### src/core/dif_pkg.sv
// Constants, types and helpers shared by the input FIFO block
package dif_pkg;

  localparam int unsigned DIF_CHAN_W    = 16;
  localparam int unsigned DIF_WORD_W    = 32;
  localparam int unsigned DIF_DEPTH     = 8;
  localparam int unsigned DIF_PTR_W     = 3;
  localparam int unsigned DIF_LEVEL_W   = 7;

  // Register offsets
  localparam logic [7:0] DIF_ADDR_SYNC_CTRL   = 8'h10;
  localparam logic [7:0] DIF_ADDR_PHASE_OFS   = 8'h17;
  localparam logic [7:0] DIF_ADDR_INIT_STATUS = 8'h18;
  localparam logic [7:0] DIF_ADDR_LEVEL       = 8'h19;

  // Reset values
  localparam logic [7:0] DIF_RST_SYNC_CTRL = 8'h00;
  localparam logic [7:0] DIF_RST_PHASE_OFS = 8'h04;

  // Field positions in sync_mode_control
  localparam int unsigned DIF_BIT_SYNC_EDGE = 3;
  localparam int unsigned DIF_BIT_DATA_RATE = 6;
  localparam int unsigned DIF_BIT_SYNC_EN   = 7;

  // Field positions in fifo_init_status
  localparam int unsigned DIF_BIT_INIT_DONE = 0;
  localparam int unsigned DIF_BIT_RESET_REQ = 1;
  localparam int unsigned DIF_BIT_RESET_ACK = 2;
  localparam int unsigned DIF_BIT_WARNING   = 7;

  // Phase offset field width
  localparam int unsigned DIF_PHASE_W = 3;

  // Warning levels
  localparam logic [2:0] DIF_LEVEL_LOW  = 3'h1;
  localparam logic [2:0] DIF_LEVEL_HIGH = 3'h7;

  // Level at which the capture-ready output drops
  localparam logic [2:0] DIF_LEVEL_BUSY = 3'h6;

  // Load modes
  typedef enum logic [1:0] {
    DIF_MODE_DUAL_WORD = 2'h0,
    DIF_MODE_WORD      = 2'h1,
    DIF_MODE_BYTE      = 2'h2
  } dif_mode_t;

  // Qualifier periods needed to load one complete I/Q pair
  localparam logic [2:0] DIF_FRAME_LEN_DUAL = 3'h1;
  localparam logic [2:0] DIF_FRAME_LEN_WORD = 3'h2;
  localparam logic [2:0] DIF_FRAME_LEN_BYTE = 3'h4;

  function automatic logic [2:0] dif_frame_len(input logic [1:0] mode);
    logic [2:0] len;
    len = DIF_FRAME_LEN_DUAL;
    if (mode == DIF_MODE_WORD) begin
      len = DIF_FRAME_LEN_WORD;
    end else if (mode == DIF_MODE_BYTE) begin
      len = DIF_FRAME_LEN_BYTE;
    end
    return len;
  endfunction

  // Thermometer code of a pointer difference
  function automatic logic [7:0] dif_thermo(input logic [2:0] level);
    logic [7:0] code;
    code = 8'h00;
    for (int i = 0; i < DIF_LEVEL_W; i++) begin
      code[i] = (3'(i) < level);
    end
    return code;
  endfunction

endpackage

### src/core/dif_core.sv
// Input capture, pointer initialisation, status registers and FIFO of the sample port
`timescale 1ns/1ns
module dif_core
  import dif_pkg::*;
(
  input  wire logic        clock,
  input  wire logic        arst_n,
  input  wire logic        input_qualifier_clock,
  input  wire logic [31:0] data_bus,
  input  wire logic        frame_strobe,
  input  wire logic [1:0]  load_mode,
  input  wire logic        reference_sync_input,
  input  wire logic        data_rate_tick,
  input  wire logic        datapath_ready,
  input  wire logic [7:0]  reg_addr,
  input  wire logic [7:0]  reg_wdata,
  input  wire logic        reg_write,
  input  wire logic        reg_read,
  output logic      [7:0]  reg_rdata,
  output logic      [15:0] sample_i,
  output logic      [15:0] sample_q,
  output logic             sample_valid,
  output logic             capture_ready,
  output logic             fifo_warning
);

  typedef struct packed {
    logic                  dci_prev;
    logic                  sync_prev;
    logic [15:0]           hold_i;
    logic [15:0]           hold_q;
    logic                  q_second;
    logic                  pend_valid;
    logic [31:0]           pend_data;
    logic [2:0]            frame_cnt;
    logic                  frame_done;
    logic [7:0]            sync_ctrl;
    logic [7:0]            phase_ofs;
    logic                  reset_req;
    logic                  reset_ack;
    logic                  rel_pending;
    logic                  init_done;
    logic [7:0]            rdata;
    logic [15:0]           out_i;
    logic [15:0]           out_q;
    logic                  out_valid;
    logic                  cap_ready;
    logic                  warning;
  } dif_core_state_t;

  dif_core_state_t state;
  dif_core_state_t next_state;

  logic                 fifo_in_ready;
  logic                 fifo_out_valid;
  logic [31:0]          fifo_out_data;
  logic                 fifo_pop;
  logic                 wr_load;
  logic                 rd_clear;
  logic [DIF_PTR_W-1:0] rd_ptr;
  logic [DIF_PTR_W-1:0] level;

  logic       dci_fall;
  logic       fifo_rate;
  logic       sync_edge;
  logic       frame_trig;
  logic       req_rise;
  logic       rd_wrap;
  logic [2:0] frame_next;

  dif_fifo #(
    .WIDTH (DIF_WORD_W),
    .DEPTH (DIF_DEPTH)
  ) u_fifo (
    .clock      (clock),
    .arst_n     (arst_n),
    .in_valid   (state.pend_valid),
    .in_data    (state.pend_data),
    .in_ready   (fifo_in_ready),
    .out_valid  (fifo_out_valid),
    .out_data   (fifo_out_data),
    .out_ready  (fifo_pop),
    .wr_load    (wr_load),
    .wr_value   (state.phase_ofs[DIF_PHASE_W-1:0]),
    .rd_clear   (rd_clear),
    .rd_ptr_out (rd_ptr),
    .level      (level)
  );

  always_comb begin
    next_state = state;

    dci_fall  = state.dci_prev && !input_qualifier_clock;
    fifo_rate = state.sync_ctrl[DIF_BIT_SYNC_EN] && !state.sync_ctrl[DIF_BIT_DATA_RATE];
    next_state.dci_prev  = input_qualifier_clock;
    next_state.sync_prev = reference_sync_input;

    // Sync edge polarity picked by control bit 3
    if (state.sync_ctrl[DIF_BIT_SYNC_EDGE]) begin
      sync_edge = state.sync_prev && !reference_sync_input;
    end else begin
      sync_edge = !state.sync_prev && reference_sync_input;
    end
    rd_clear = fifo_rate && sync_edge;

    // Pending word waits while the FIFO is full
    if (state.pend_valid && fifo_in_ready) begin
      next_state.pend_valid = 1'b0;
    end

    // Capture and formatting
    frame_trig = 1'b0;
    frame_next = state.frame_cnt;
    if (dci_fall) begin
      unique case (load_mode)
        DIF_MODE_WORD: begin
          if (frame_strobe) begin
            next_state.hold_i = data_bus[15:0];
          end else begin
            next_state.pend_valid = 1'b1;
            next_state.pend_data  = {state.hold_i, data_bus[15:0]};
          end
        end
        DIF_MODE_BYTE: begin
          if (frame_strobe) begin
            next_state.hold_i   = {state.hold_i[7:0], data_bus[7:0]};
            next_state.q_second = 1'b0;
          end else begin
            next_state.hold_q   = {state.hold_q[7:0], data_bus[7:0]};
            next_state.q_second = !state.q_second;
            if (state.q_second) begin
              next_state.pend_valid = 1'b1;
              next_state.pend_data  = {state.hold_i, state.hold_q[7:0], data_bus[7:0]};
            end
          end
        end
        default: begin
          next_state.pend_valid = 1'b1;
          next_state.pend_data  = data_bus;
        end
      endcase

      // Strobe held for a full I/Q load interval
      if (frame_strobe) begin
        if (state.frame_cnt != 3'h7) begin
          frame_next = state.frame_cnt + 3'h1;
        end
        if (frame_next >= dif_frame_len(load_mode) && !state.frame_done) begin
          frame_trig = 1'b1;
          next_state.frame_done = 1'b1;
        end
      end else begin
        frame_next = 3'h0;
        next_state.frame_done = 1'b0;
      end
      next_state.frame_cnt = frame_next;
    end

    // Register writes
    req_rise = 1'b0;
    if (reg_write) begin
      unique case (reg_addr)
        DIF_ADDR_SYNC_CTRL: next_state.sync_ctrl = reg_wdata;
        DIF_ADDR_PHASE_OFS: next_state.phase_ofs = reg_wdata;
        DIF_ADDR_INIT_STATUS: begin
          next_state.reset_req = reg_wdata[DIF_BIT_RESET_REQ];
          req_rise = reg_wdata[DIF_BIT_RESET_REQ] && !state.reset_req;
        end
        default: begin
        end
      endcase
    end
    next_state.reset_ack = state.reset_req;

    // Pointer initialisation
    fifo_pop = data_rate_tick && fifo_out_valid && datapath_ready;
    rd_wrap  = fifo_pop && (rd_ptr == DIF_LEVEL_HIGH);
    wr_load  = 1'b0;
    if (req_rise) begin
      next_state.rel_pending = 1'b1;
      next_state.init_done   = 1'b0;
    end
    if (frame_trig) begin
      if (fifo_rate) begin
        wr_load = 1'b1;
        next_state.init_done = 1'b1;
      end else begin
        next_state.rel_pending = 1'b1;
        next_state.init_done   = 1'b0;
      end
    end
    if (state.rel_pending && rd_wrap && !frame_trig && !req_rise) begin
      wr_load = 1'b1;
      next_state.rel_pending = 1'b0;
      next_state.init_done   = 1'b1;
    end

    // Output to the datapath
    if (fifo_pop) begin
      next_state.out_i     = fifo_out_data[31:16];
      next_state.out_q     = fifo_out_data[15:0];
      next_state.out_valid = 1'b1;
    end else if (datapath_ready) begin
      next_state.out_valid = 1'b0;
    end

    next_state.cap_ready = (level < DIF_LEVEL_BUSY) && !state.pend_valid;
    next_state.warning   = (level == DIF_LEVEL_LOW) || (level == DIF_LEVEL_HIGH);

    // Register reads
    if (reg_read) begin
      unique case (reg_addr)
        DIF_ADDR_SYNC_CTRL: next_state.rdata = state.sync_ctrl;
        DIF_ADDR_PHASE_OFS: next_state.rdata = state.phase_ofs;
        DIF_ADDR_INIT_STATUS: begin
          next_state.rdata = 8'h00;
          next_state.rdata[DIF_BIT_WARNING]   = state.warning;
          next_state.rdata[DIF_BIT_RESET_ACK] = state.reset_ack;
          next_state.rdata[DIF_BIT_RESET_REQ] = state.reset_req;
          next_state.rdata[DIF_BIT_INIT_DONE] = state.init_done;
        end
        DIF_ADDR_LEVEL: next_state.rdata = dif_thermo(level);
        default: next_state.rdata = 8'h00;
      endcase
    end
  end

  always_ff @(posedge clock or negedge arst_n) begin
    if (!arst_n) begin
      state           <= '0;
      state.sync_ctrl <= DIF_RST_SYNC_CTRL;
      state.phase_ofs <= DIF_RST_PHASE_OFS;
    end else begin
      state <= next_state;
    end
  end

  assign reg_rdata     = state.rdata;
  assign sample_i      = state.out_i;
  assign sample_q      = state.out_q;
  assign sample_valid  = state.out_valid;
  assign capture_ready = state.cap_ready;
  assign fifo_warning  = state.warning;

endmodule

### src/core/dif_fifo.sv
// Eight-entry sample FIFO with a loadable write pointer and a clearable read pointer
`timescale 1ns/1ns
module dif_fifo
  import dif_pkg::*;
#(
  parameter int unsigned WIDTH = 32,
  parameter int unsigned DEPTH = 8
) (
  input  wire logic                         clock,
  input  wire logic                         arst_n,
  input  wire logic                         in_valid,
  input  wire logic [WIDTH-1:0]             in_data,
  output logic                              in_ready,
  output logic                              out_valid,
  output logic [WIDTH-1:0]                  out_data,
  input  wire logic                         out_ready,
  input  wire logic                         wr_load,
  input  wire logic [$clog2(DEPTH)-1:0]     wr_value,
  input  wire logic                         rd_clear,
  output logic [$clog2(DEPTH)-1:0]          rd_ptr_out,
  output logic [$clog2(DEPTH)-1:0]          level
);

  localparam int unsigned PW = $clog2(DEPTH);

  typedef struct packed {
    logic [DEPTH-1:0][WIDTH-1:0] mem;
    logic [PW-1:0]               wr_ptr;
    logic [PW-1:0]               rd_ptr;
  } dif_fifo_state_t;

  dif_fifo_state_t state;
  dif_fifo_state_t next_state;

  logic [PW-1:0] wr_inc;
  logic [PW-1:0] rd_inc;

  always_comb begin
    wr_inc     = state.wr_ptr + PW'(1);
    rd_inc     = state.rd_ptr + PW'(1);
    level      = state.wr_ptr - state.rd_ptr;
    in_ready   = (wr_inc != state.rd_ptr);
    out_valid  = (state.wr_ptr != state.rd_ptr);
    out_data   = state.mem[state.rd_ptr];
    rd_ptr_out = state.rd_ptr;
    next_state = state;
    if (in_valid && in_ready) begin
      next_state.mem[state.wr_ptr] = in_data;
      next_state.wr_ptr            = wr_inc;
    end
    if (wr_load) begin
      next_state.wr_ptr = wr_value;
    end
    if (out_valid && out_ready) begin
      next_state.rd_ptr = rd_inc;
    end
    if (rd_clear) begin
      next_state.rd_ptr = '0;
    end
  end

  always_ff @(posedge clock or negedge arst_n) begin
    if (!arst_n) begin
      state <= '0;
    end else begin
      state <= next_state;
    end
  end

endmodule

### config.mk
export PLATFORM = sky130hd
export DESIGN_NAME = dif_core
export DESIGN_NICKNAME = d
export VERILOG_FILES = /design/src/core/dif_pkg.sv /design/src/core/dif_core.sv /design/src/core/dif_fifo.sv
export SDC_FILE = /design/constraint.sdc
export NUM_CORES = 1
export LEC_CHECK = 0
export BUFFER_PORTS_ARGS = -buffer_cell sky130_fd_sc_hd__buf_2
export CAP_MARGIN = 0
export CORE_ASPECT_RATIO = 1.1
export CORE_MARGIN = 3
export CORE_UTILIZATION = 50
export DETAILED_ROUTE_END_ITERATION = 8
export GPL_ROUTABILITY_DRIVEN = 0
export PLACE_DENSITY = 0.74
export SETUP_SLACK_MARGIN = 0.02
export SYNTH_ARGS = -nofsm -noshare
export SYNTH_HDL_FRONTEND = slang
export SYNTH_SLANG_ARGS = --single-unit
### constraint.sdc
create_clock -name clock -period 6.5 [get_ports clock]
set_input_delay 0.65 -clock clock [delete_from_list [all_inputs] [get_ports clock]]
set_output_delay 0.65 -clock clock [all_outputs]
set_load 0.05 [all_outputs]
* Word-level counts from Yosys, hierarchy flattened *
Cells that the tools add are included.
Widths: inputs -> output; s select.

storage, ports and cells
  flip-flop bits (word level) = 397
  logic and storage cells = 152
  input bits = 59
  output and inout port bits = 43

cells by class
  bitwise operators = 1
  order comparisons = 12
  eq/ne operators = 18
  add/sub/neg operators = 4
  reductions and logical operators = 41
  multiplexer cells = 45

operators with widths
  cell                 number
  $bwmux 256           1
  $mux 33              3
  $bmux 32 s3          1
  $demux 32 s3         1
  $pmux 33 s2          1
  $mux 32              2
  $mux 37              1
  $mux 3               12
  $eq 8x5->1 const B   4
  $mux 16              2
  $pmux 16 s2          1
  $pmux 8 s4           1
  $logic_and 1x1->1    17
  $mux 1               16
  $logic_not 1->1      10
  $ne 2x2->1 const B   5
  $reduce_and 2->1     5
  $add 3x1->3 const B  3
  $lt 3x3->1 const A   3
  $lt 3x4->1 const B   2
  $reduce_and 4->1     2
  $reduce_bool 2->1    4
  $eq 3x3->1 const B   2
  $lt 1x3->1 const A   2
  16 further kinds     20

* Longest topological paths before layout *
Gate-level depths: netlist (run 1).

  depth in word-level cells = 15
  mapped depth = 9
  mapped depth without buffers = 9

* Modules after synthesis *
Synthesis (run 1) repeated with hierarchy kept, for this count alone.

unflattened totals
  cell total of the unflattened synthesis = 1226
  area total of the unflattened synthesis = 18448.9 um^2

by module, submodules not included
  module    instances  seq. area each (um^2)  cells each  area each (um^2)
  dif_fifo  1          6556.3                 718         12554.5
  dif_core  1          3179.3                 508         5894.4

* Least setup slack after synthesis (run 1) *
Ideal clock, no wire load.

  kind = register to register
  from = reg state[64] (netlist bit)
  to = reg u_fifo.state[3] (netlist bit)
  required time = 6.375 ns
  slack = 3.691 ns
  stages on the path, launching flop included = 10
  period minus slack after synthesis = 2.809 ns
  buffers on the path = 0
  data arrival time = 2.684 ns
  setup time = 0.125 ns
  cell sequence = dfrtp_1 > ha_1 > nand2_1 > mux2_2 > ha_1 > nand2_1 > o21ai_0 > or3b_2 > mux2_4 > mux2_4

between the ends
  word-level cells in the longest chain between the ends = 14
  elaborated cells between the ends (all ways) = 17
  those cells by class = add/sub (1); order compare (1); eq/ne (1); mux (9); reduce/logical (5)

RTL lines
  element                                             RTL line                          text
  from (decl)                                         dif_core.sv:51                    dif_core_state_t state;
  from (signal assigned)                              dif_core.sv:234                   state <= next_state;
  $add 3x1->3 / $ne 3x3->1 (equally long branches)    dif_core.sv:146, dif_core.sv:145
  $mux 3 (*)                                          dif_core.sv:145                   if (state.frame_cnt != 3'h7) begin
  $mux 3 (*)                                          dif_core.sv:144                   if (frame_strobe) begin
  $mux 3 (*)                                          dif_core.sv:114                   if (dci_fall) begin
  $ge 3x3->1 (*)                                      dif_core.sv:148                   if (frame_next >= dif_frame_len(load_mode) && !state.frame_done) begin
  $logic_and 1x1->1 (*)                               dif_core.sv:148
  $mux 1 (*)                                          dif_core.sv:148
  $mux 1 (*)                                          dif_core.sv:144
  $mux 1 (*)                                          dif_core.sv:114
  $logic_not 1->1                                     dif_core.sv:192                   if (state.rel_pending && rd_wrap && !frame_trig && !req_rise) begin
  $logic_and 1x1->1 (2 in a row)                      dif_core.sv:192
  $mux 1 (*)                                          dif_core.sv:192
  $mux 3 / $reduce_bool 2->1 (equally long branches)  -
  to (signal assigned)                                dif_fifo.sv:66                    state <= next_state;
  to (decl)                                           dif_fifo.sv:32                    dif_fifo_state_t state;

Mark *: on every way between the ends. The rest lies on a longest branch, timed or not. The select of a mux whose other input is x is not followed.
A chain may end at the register's enable or synchronous reset.

* Final worst setup path (run 1) *
  from = reg u_fifo.state, in the netlist u_fifo.rd_ptr_out[0]
  to = reg u_fifo.state[136] (netlist bit)

between the ends
  word-level cells in the longest chain between the ends = 2

RTL lines
  element            RTL line        text
  $ne 3x3->1         dif_fifo.sv:42  in_ready = (wr_inc != state.rd_ptr);
  $logic_and 1x1->1  dif_fifo.sv:47  if (in_valid && in_ready) begin

No other way between the ends.

==> run_results.csv, run 1 <==
group,metric,value,unit
run_status,status,"finished clean",
logic_synthesis,synthTopCellsByCount,"388 x dfrtp_1, 285 x mux2_2, 64 x mux4_2, 64 x nand2_1, 58 x mux2i_1",
placed_design,io_buffer_count,101,
logic_synthesis,seq_area_frac_synth,0.5542,
final_layout,synthToLayoutAreaGrowth,11.45,%
logic_synthesis,yosysWarningCount,0,
timing,finalWorstSetupSlack,3.175,ns
logic_synthesis,ys_types,56,
final_layout,seq_area,9742,um^2
logic_synthesis,synth.top_cell.area_share,0.5527,
setup_path,cp.required,6.91,ns
floorplanning,fp-row-count,71,
min_path,hp-class,"in2async",
logic_synthesis,synth_flop_cell,"dfrtp_1",
clocking,clock-sinks,389,
timing,max_slew_margin,0.2122,
logic_synthesis,synth_seq_cells,389,
final_layout,drive_gt1_frac,0.4230,
final_layout,fillers,2734,
grt,gr-total-overflow,0,
clocking,clk_latency,0.54,ns
timing,fin_setup_tns,0,ns
detailed_routing,wl_per_cell,21.40,um
logic_synthesis,synth_cells,1242,
timing,maxSlewViolCount,0,
grt,grt_usage,0.2052,
timing,hold_ws,0.1715,ns
floorplanning,coreArea,34470,um^2
detailed_routing,ant_nets,0,
timing,max_freq,0.3007,GHz
logic_synthesis,synth_most_common_cell,"dfrtp_1",
grt,antenna_found_initial,0,
logic_synthesis,synth_edf_count,0,
floorplanning,fp.dieH,202.6,um
final_layout,fin_nets,1361,
floorplanning,io_pins,102,
clocking,cts_tree,"done",
logic_synthesis,synthArstFlopShare,1.000,
floorplanning,dieArea,37420,um^2
clocking,postCtsSetupRepairBufs,0,
clocking,htree_levels,2,
clocking,clk_pin_slew,0.06,ns
placed_design,pre_cts_ws,2.783,ns
floorplanning,start_util,0.5097,
setup_path,cp.arrival,3.74,ns
detailed_routing,drc,0,
clocking,numCtsBuffers,41,
run,cap_violations,0,
setup_path,worstSetupStartpointType,"flip-flop",
timing,setup_violations,0,
logic_synthesis,syn_avg_cell_area,14.14,um^2
logic_synthesis,syn_nets,1313,
final_layout,diodes,0,
timing,finClkSkew,0.01249,ns
floorplanning,die_w,184.7,um
power,p_leak,0.009252,uW
timing,period_minus_slack,3.325,ns
logic_synthesis,yosys.area.top_type,"dfrtp_1",
placed_design,dp_hpwl,23030,um
detailed_routing,routed_wl,37610,um
final_layout,fin_cells,1757,
logic_synthesis,syn_area,17570,um^2
clocking,cts_resized,0,
placed_design,dp.cells,1685,
grt,grt_max_degree,166,
power,p_per_area,469.0,nW/um^2
grt,grt_pass1_vias,10490,
detailed_routing,dr.pass1.iters,7,
detailed_routing,drtIter0Drc,586,
timing,hold_viol,0,
clocking,root_buffer,"clkbuf_16",
grt,grt_pass1_wl,60090,um
clocking,cts_hold_buf,0,
setup_path,path_class,"reg2reg",
clocking,clock_path_buffers,3,
timing,rsz0062_at_grt,"no",
logic_synthesis,netlist_top_cells_area,"dfrtp_1 55%, mux2_2 18%, mux4_2 8.2%",
power,peakVddDrop,242.9,uV
power,finalPower,9183,uW
timing,fin_crit_sh,0.5116,
timing,tightest_slew,1.179,ns
detailed_routing,vias_per_cell,5.826,
setup_path,crit_path_end_kind,"flip-flop",
final_layout,multiInputGateArea,7177,um^2
detailed_routing,vias,10240,
setup_path,path_max_fanout,24,
-- path summary, 6_finish.rpt --
path / startpoint / end / slack [ns] / cells after the start
max: u_fifo.rd_ptr_out[0] / u_fifo.state[136] / 3.17 / 6
min: arst_n / u_fifo.state[96] / 0.17 / 1
max reg2reg: u_fifo.rd_ptr_out[0] / u_fifo.state[136] / 3.17 / 6
min reg2reg: next_state[45] / state[45] / 0.43 / 0
max in group asynchronous: arst_n / u_fifo.state[183] / 4.92 / 2
min in group clock: reference_sync_input / state[133] / 0.26 / 1
-- cell usage in the layout (no fill, tap or decap), types with 3 or more instances in the layout --
cell,n
mux2_2,285
a22oi_1,10
or2_2,4
clkbuf_16,43
clkbuf_1,7
o22ai_1,5
ha_1,11
nor2_1,51
mux2i_1,58
o31ai_1,16
or3_1,4
a222oi_1,3
dfrtp_1,385
mux2_1,8
buf_4,16
nor2b_1,5
a21o_1,3
mux4_2,64
o21ai_0,25
xnor2_1,6
mux2_4,4
clkbuf_8,11
inv_1,16
nand2b_1,7
nand2_1,64
nor3_2,3
nand4_1,3
a21oi_1,48
buf_2,100
bufinv_16,3
a31oi_1,4
nand3_1,3
clkinv_2,4
-- per-layer routing --
layer | track usage | up-vias | share of wire
met5 | 0 | - | 0
met4 | 0.04664 | 0 | 0.018
met3 | 0.03333 | 40 | 0.048
met2 | 0.3204 | 244 | 0.47
met1 | 0.3069 | 5384 | 0.46
li1 | - | 4568 | -
-- power by group --
part | total, uW | switching [uW] | internal (uW)
registers | 3900 | 604 | 3300
clock network | 2400 | 947 | 1450
logic | 2880 | 1460 | 1420
-- critical path, stage by stage, from the launching register on --
cell,delay [ns]
dfrtp_4,0.67
ha_1,0.48
nand2b_1,0.28
o21ai_1,0.26
or3_1,0.58
buf_4,0.52
mux2_2,0.40
-- through the flow --
step	cell area (um^2)	utilization
after floorplan	17570	-
after global placement	18180	0.5275
after detailed placement	18180	0.5275
after CTS	19580	0.5680
after global routing	19580	0.5680
final	19580	0.5680
-- sequential cells by signal, indices dropped and copies added, names as in the netlist --
signal / cells
u_fifo.state: 259
state: 83
sample_i: 16
sample_q: 16
reg_rdata: 8
u_fifo.rd_ptr_out: 3
capture_ready: 1
fifo_warning: 1
next_state: 1
sample_valid: 1
-- cell families (layout without fill, tap and decap cells) --
group / after synthesis / after routing / share of synthesized area
flops: 389 / 389 / 0.5542
compound gates: 126 / 126 / 0.04423
fa+ha+maj: 12 / 12 / 0.008974
mux: 419 / 419 / 0.3063
buf+inv: 129 / 206 / 0.03889
xor+xnor: 8 / 8 / 0.004416
simple gates: 159 / 159 / 0.04295
-- layout make-up --
type / instances / area share
clock buffer: 61 / 0.06403
clock inverter: 11 / 0.007285
inverter: 16 / 0.003067
multi-input combinational: 724 / 0.3666
sequential: 389 / 0.4976
tap: 438 / 0.02799
timing repair buffer: 118 / 0.03349
(Power assumes the default switching activity.)
==> run 2: changes to the inputs <==
--- a/config.mk
+++ b/config.mk
@@ -5,6 +5,7 @@
 export SDC_FILE = /design/constraint.sdc
 export NUM_CORES = 1
 export LEC_CHECK = 0
+export ABC_AREA = 1
 export BUFFER_PORTS_ARGS = -buffer_cell sky130_fd_sc_hd__buf_2
 export CAP_MARGIN = 0
 export CORE_ASPECT_RATIO = 1.1
@@ -12,7 +13,7 @@
 export CORE_UTILIZATION = 50
 export DETAILED_ROUTE_END_ITERATION = 8
 export GPL_ROUTABILITY_DRIVEN = 0
-export PLACE_DENSITY = 0.74
+export PLACE_DENSITY = 0.77
 export SETUP_SLACK_MARGIN = 0.02
 export SYNTH_ARGS = -nofsm -noshare
 export SYNTH_HDL_FRONTEND = slang
==> constraint.sdc (replaced) <==
create_clock -name clock -period 2.75 [get_ports clock]
set_input_delay 0.275 -clock clock [delete_from_list [all_inputs] [get_ports clock]]
set_output_delay 0.275 -clock clock [all_outputs]
set_load 0.05 [all_outputs]
==> run_results.csv, run 2 <==
group,metric,value,unit
logic_synthesis,yosysWarningCount,0,
min_path,hp-class,"in2reg",
clocking,clock-sinks,389,
detailed_routing,dr.pass1.iters,5,
grt,antenna_found_initial,0,
logic_synthesis,syn_area,18420,um^2
logic_synthesis,syn_avg_cell_area,9.160,um^2
clocking,clk_pin_slew,0.06,ns
floorplanning,fp.dieH,207.3,um
logic_synthesis,netlist_top_cells_area,"dfrtp_1 53%, nand2_1 9.3%, o21ai_1 5.2%",
final_layout,drive_gt1_frac,0.1403,
power,peakVddDrop,1074,uV
run_status,status,"finished clean",
logic_synthesis,ys_types,41,
setup_path,path_class,"reg2reg",
timing,max_freq,0.4397,GHz
timing,hold_ws,0.01595,ns
grt,grt_usage,0.2261,
clocking,clock_path_buffers,3,
clocking,numCtsBuffers,39,
logic_synthesis,synthTopCellsByCount,"455 x nand2_1, 388 x dfrtp_1, 190 x o21ai_1",
timing,fin_setup_tns,0,ns
clocking,root_buffer,"clkbuf_16",
timing,period_minus_slack,2.274,ns
power,p_per_area,1110,nW/um^2
power,finalPower,22280,uW
placed_design,pre_cts_ws,0.5192,ns
logic_synthesis,synthArstFlopShare,1.000,
timing,max_slew_margin,0.3349,
detailed_routing,drc,0,
detailed_routing,routed_wl,43900,um
detailed_routing,wl_per_cell,17.24,um
final_layout,diodes,0,
placed_design,io_buffer_count,101,
power,p_leak,0.009542,uW
floorplanning,io_pins,102,
final_layout,fillers,3173,
timing,fin_crit_sh,0.8270,
logic_synthesis,synth_flop_cell,"dfrtp_1",
setup_path,crit_path_end_kind,"flip-flop",
final_layout,reg_top3,"u_fifo.state: 259 flops, state: 83 flops",
placed_design,dp_hpwl,26370,um
final_layout,multiInputGateArea,6828,um^2
logic_synthesis,yosys.area.top_type,"dfrtp_1",
setup_path,worstSetupStartpointType,"flip-flop",
floorplanning,die_w,189.0,um
detailed_routing,drtIter0Drc,1350,
timing,setup_violations,0,
final_layout,synthToLayoutAreaGrowth,8.945,%
timing,rsz0062_at_grt,"no",
timing,finalWorstSetupSlack,0.4757,ns
clocking,clk_latency,0.54,ns
clocking,htree_levels,2,
timing,hold_viol,0,
clocking,cts_tree,"done",
final_layout,seq_area,9741,um^2
logic_synthesis,synth_most_common_cell,"nand2_1",
grt,gr-total-overflow,0,
detailed_routing,vias_per_cell,5.537,
detailed_routing,ant_nets,0,
grt,grt_pass1_vias,14000,
final_layout,fin_nets,2103,
grt,grt_pass1_wl,72620,um
grt,grt_max_degree,203,
setup_path,cp.arrival,2.72,ns
run,cap_violations,0,
logic_synthesis,synth_cells,2011,
clocking,postCtsSetupRepairBufs,0,
timing,maxSlewViolCount,0,
timing,tightest_slew,0.9976,ns
floorplanning,fp-row-count,73,
logic_synthesis,synth_edf_count,0,
setup_path,cp.required,3.20,ns
final_layout,layout_commonest_cell,"nand2_1",
floorplanning,dieArea,39180,um^2
final_layout,layout_common_cells,"455 x nand2_1, 386 x dfrtp_1, 190 x o21ai_1, 174 x inv_1, 173 x o21ai_0",
floorplanning,start_util,0.5080,
logic_synthesis,seq_area_frac_synth,0.5285,
final_layout,top_register,"u_fifo.state",
logic_synthesis,syn_nets,2082,
floorplanning,coreArea,36260,um^2
timing,finClkSkew,0.01202,ns
logic_synthesis,synth.top_cell.area_share,0.5271,
detailed_routing,vias,14100,
setup_path,path_max_fanout,64,
logic_synthesis,synth_seq_cells,389,
final_layout,largest_register_ffs,259,
==> run 2: where the power goes <==
group | internal [uW] | total (uW) | switching, uW | leakage, uW
combinational | 2710 | 8100 | 5390 | 0.00395
sequential | 7780 | 8950 | 1170 | 0.00496
clock | 3040 | 5230 | 2190 | 0.000633
total | 13500 | 22300 | 8750 | 0.00954
==> run 2: final cells by class <==
| type | instances | share of cell area |
|---|---|---|
| Inverter | 181 | 0.03473 |
| Tap cell | 487 | 0.03036 |
| Sequential cell | 389 | 0.4854 |
| Clock buffer | 57 | 0.05798 |
| Clock inverter | 12 | 0.004988 |
| Multi-Input combinational cell | 1280 | 0.3402 |
| Timing Repair Buffer | 141 | 0.04638 |
==> run 2: cell families after synthesis <==
| group | after synthesis | share of synthesized area |
|---|---|---|
| and+or+nand+nor | 602 | 0.1389 |
| AOI/OAI and AO/OA | 601 | 0.1874 |
| DFF | 389 | 0.5285 |
| buffers and inverters | 342 | 0.1011 |
| muxes | 61 | 0.03362 |
| adders and majority gates | 12 | 0.008558 |
| xor gates and xnor gates | 4 | 0.001902 |
==> run 2: stage by stage <==
stage / util / area (um^2) / std cells
2_1_floorplan: - / 18420 / 2011
3_3_place_gp: 0.5142 / 18650 / 2462
3_5_place_dp: 0.5142 / 18650 / 2462
4_1_cts: 0.5535 / 20070 / 2547
5_1_grt: 0.5535 / 20070 / 2547
6_report: 0.5535 / 20070 / 2547
==> run 2: final timing paths <==
check / from / end / slack [ns] / cells after the start
worst min-delay path: reg_wdata[3] / state[50] / 0.02 / 2
worst min register to register: next_state[45] / state[45] / 0.42 / 0
worst max register to register: u_fifo.state[3] / u_fifo.state[149] / 0.48 / 9
min in group asynchronous: arst_n / u_fifo.state[42] / 0.32 / 2
worst max-delay path: u_fifo.state[3] / u_fifo.state[149] / 0.48 / 9
max in group asynchronous: arst_n / u_fifo.state[188] / 1.60 / 3
==> run 2: layer usage <==
layer | track usage | vias up | share of wire
met5 | 0 | - | 0
met4 | 0.06627 | 0 | 0.024
met3 | 0.03378 | 88 | 0.057
met2 | 0.3708 | 482 | 0.47
met1 | 0.3142 | 6840 | 0.44
li1 | - | 6693 | -
==> run 2: critical path: stages, from the launching register on <==
cell	delay (ns)
dfrtp_1	0.45
inv_1	0.15
ha_1	0.37
nor2_1	0.22
nand2_4	0.12
nand2_8	0.12
inv_16	0.08
nand2_8	0.41
nand2_1	0.15
o21ai_2	0.08
==> run 2: what timing repair did <==
item                                    4_1_cts  5_1_grt
hold buffers                                 16        0
endpoints found under the setup margin        0        0
endpoints found under the hold margin        84        0
gates resized for setup                       0        0
==> run 3: changes to the inputs <==
==> constraint.sdc (replaced) <==
create_clock -name clock -period 2 [get_ports clock]
set_input_delay 0.2 -clock clock [delete_from_list [all_inputs] [get_ports clock]]
set_output_delay 0.2 -clock clock [all_outputs]
set_load 0.05 [all_outputs]
==> run_results.csv, run 3 (synthesis results as in run 2) <==
group,metric,value,unit
run_status,status,"finished clean",
power,p_per_area,1488,nW/um^2
grt,grt_max_degree,89,
setup_path,path_class,"reg2reg",
detailed_routing,ant_nets,0,
detailed_routing,drtIter0Drc,1307,
setup_path,cp.required,2.40,ns
setup_path,timing.rr.start,"u_fifo.state[4]",
floorplanning,fp-row-count,73,
placed_design,dp_hpwl,28670,um
final_layout,drive_gt1_frac,0.1772,
setup_path,slowest_stage,"nor2_1",
power,peakVddDrop,809.8,uV
timing,period_minus_slack,1.931,ns
setup_path,slowest_delay,0.52,ns
final_layout,largest_register_ffs,259,
run,cap_violations,0,
timing,max_freq,0.5180,GHz
floorplanning,io_pins,102,
clocking,numCtsBuffers,40,
setup_path,cp.arrival,2.33,ns
clocking,clock_path_buffers,3,
min_path,hp-class,"in2reg",
setup_path,path_max_fanout,14,
grt,antenna_found_initial,1,
timing,fin_setup_tns,0,ns
timing,finClkSkew,0.01437,ns
timing,maxSlewViolCount,0,
setup_path,worstSetupStartpointType,"flip-flop",
floorplanning,die_w,189.0,um
min_path,hp-start,"data_bus[8]",
timing,fin_crit_sh,0.9653,
grt,gr-total-overflow,0,
grt,grt_usage,0.2329,
detailed_routing,dr.pass1.iters,6,
final_layout,stdcell_area,21560,um^2
floorplanning,start_util,0.5080,
clocking,clk_pin_slew,0.06,ns
power,finalPower,32090,uW
final_layout,top_register,"u_fifo.state",
detailed_routing,wl_per_cell,18.19,um
detailed_routing,routed_wl,47860,um
setup_path,path_cells,"buf_4 > buf_4 > nand2_1 > nor2_1 > nand2_8 > buf_12 > nand2_1 > o21ai_1",
timing,tightest_slew,0.7458,ns
floorplanning,coreArea,36260,um^2
final_layout,reg_top3,"u_fifo.state: 259 flops, state: 83 flops",
final_layout,layout_commonest_cell,"nand2_1",
grt,grt_pass1_wl,75230,um
detailed_routing,drc,0,
timing,max_slew_margin,0.5028,
clocking,root_buffer,"clkbuf_16",
detailed_routing,vias,14810,
detailed_routing,vias_per_cell,5.629,
power,p_leak,0.01030,uW
final_layout,fin_nets,2186,
grt,grt_pass1_vias,14440,
final_layout,layout_common_cells,"451 x nand2_1, 386 x dfrtp_1, 190 x o21ai_1, 173 x inv_1, 172 x o21ai_0",
timing,hold_viol,0,
clocking,htree_levels,2,
clocking,cts_tree,"done",
setup_path,crit_path_end_kind,"flip-flop",
final_layout,synthToLayoutAreaGrowth,17.06,%
clocking,clk_latency,0.54,ns
placed_design,place_area,19510,um^2
final_layout,diodes,0,
floorplanning,fp.dieH,207.3,um
clocking,clock-sinks,389,
timing,rsz0062_at_grt,"yes",
setup_path,startpoint,"u_fifo.state[4]",
timing,setup_violations,0,
placed_design,io_buffer_count,101,
floorplanning,dieArea,39180,um^2
run 3: cell types whose count changed in the layout (fill, tap and decap cells not counted), sizes merged:
cell / delta
dlygate4sd3: +11
nand2: +2
buf: +59
clkinv: +2
inv: -3
clkbuf: +10
clkinvlp: +1
bufinv: +2
run 3: final timing paths:
kind / slack (ns) / cells after the start / to
setup / recovery: 0.07 / 8 / u_fifo.state[100]
hold / removal: 0.02 / 3 / state[125]
setup reg to reg: 0.07 / 8 / u_fifo.state[100]
hold reg to reg: 0.43 / 0 / state[45]
max in group asynchronous: 1.03 / 3 / state[88]
min in group asynchronous: 0.18 / 2 / sample_q[4]
run 3: report_power, final:
part,switching (uW),total (uW),internal [uW]
Sequential,1550,12300,10700
Combinational,7830,12200,4390
Clock,3070,7620,4550
Total,12400,32100,19600
run 3: what timing repair did:
item,in CTS,in global routing
gates resized for setup,9,21
hold buffers,27,0
buffers inserted,0,4
setup endpoints to repair,3,208
pin swaps,7,7
cloned,0,12
hold endpoints to repair,177,0
run 3: critical path, delay by kind of cell, from the launching register on:
family,cells,cell delay (ns)
flops,1,0.38
simple gates,4,0.84
compound gates,1,0.08
buf+inv,3,0.48
run 3: area by class of cell:
type,instances,area (um^2)
fillers,2972,14700
multi-input cells,1282,6955
clock inverters,13,146.4
inverters,181,706.9
repair inverters,1,11.26
flip-flops and latches,389,9741
clock buffers,58,1200
well taps,487,609.3
repair buffers,220,2193
run 3: metrics by stage:
step | instances | hold WS (ns) | util | setup slack [ns]
after CTS | 2615 | 0.005867 | 0.5835 | 0.02734
after global routing | 2631 | 0.02734 | 0.5947 | -0.02478
after global placement | 2517 | 0.1375 | 0.5380 | 0.03052
after detailed placement | 2517 | 0.1397 | 0.5380 | -0.05884
after floorplan | 2011 | -0.09559 | - | 0.02669
final | 2631 | 0.01571 | 0.5947 | 0.06943
run 3: metal layers:
layer / vias to the layer above / track usage / routed length [um]
li1: 6866 / - / -
met1: 7212 / 0.3194 / 20290
met2: 620 / 0.3848 / 23120
met3: 109 / 0.03479 / 3133
met4: 2 / 0.07244 / 1297
met5: - / 0 / 13
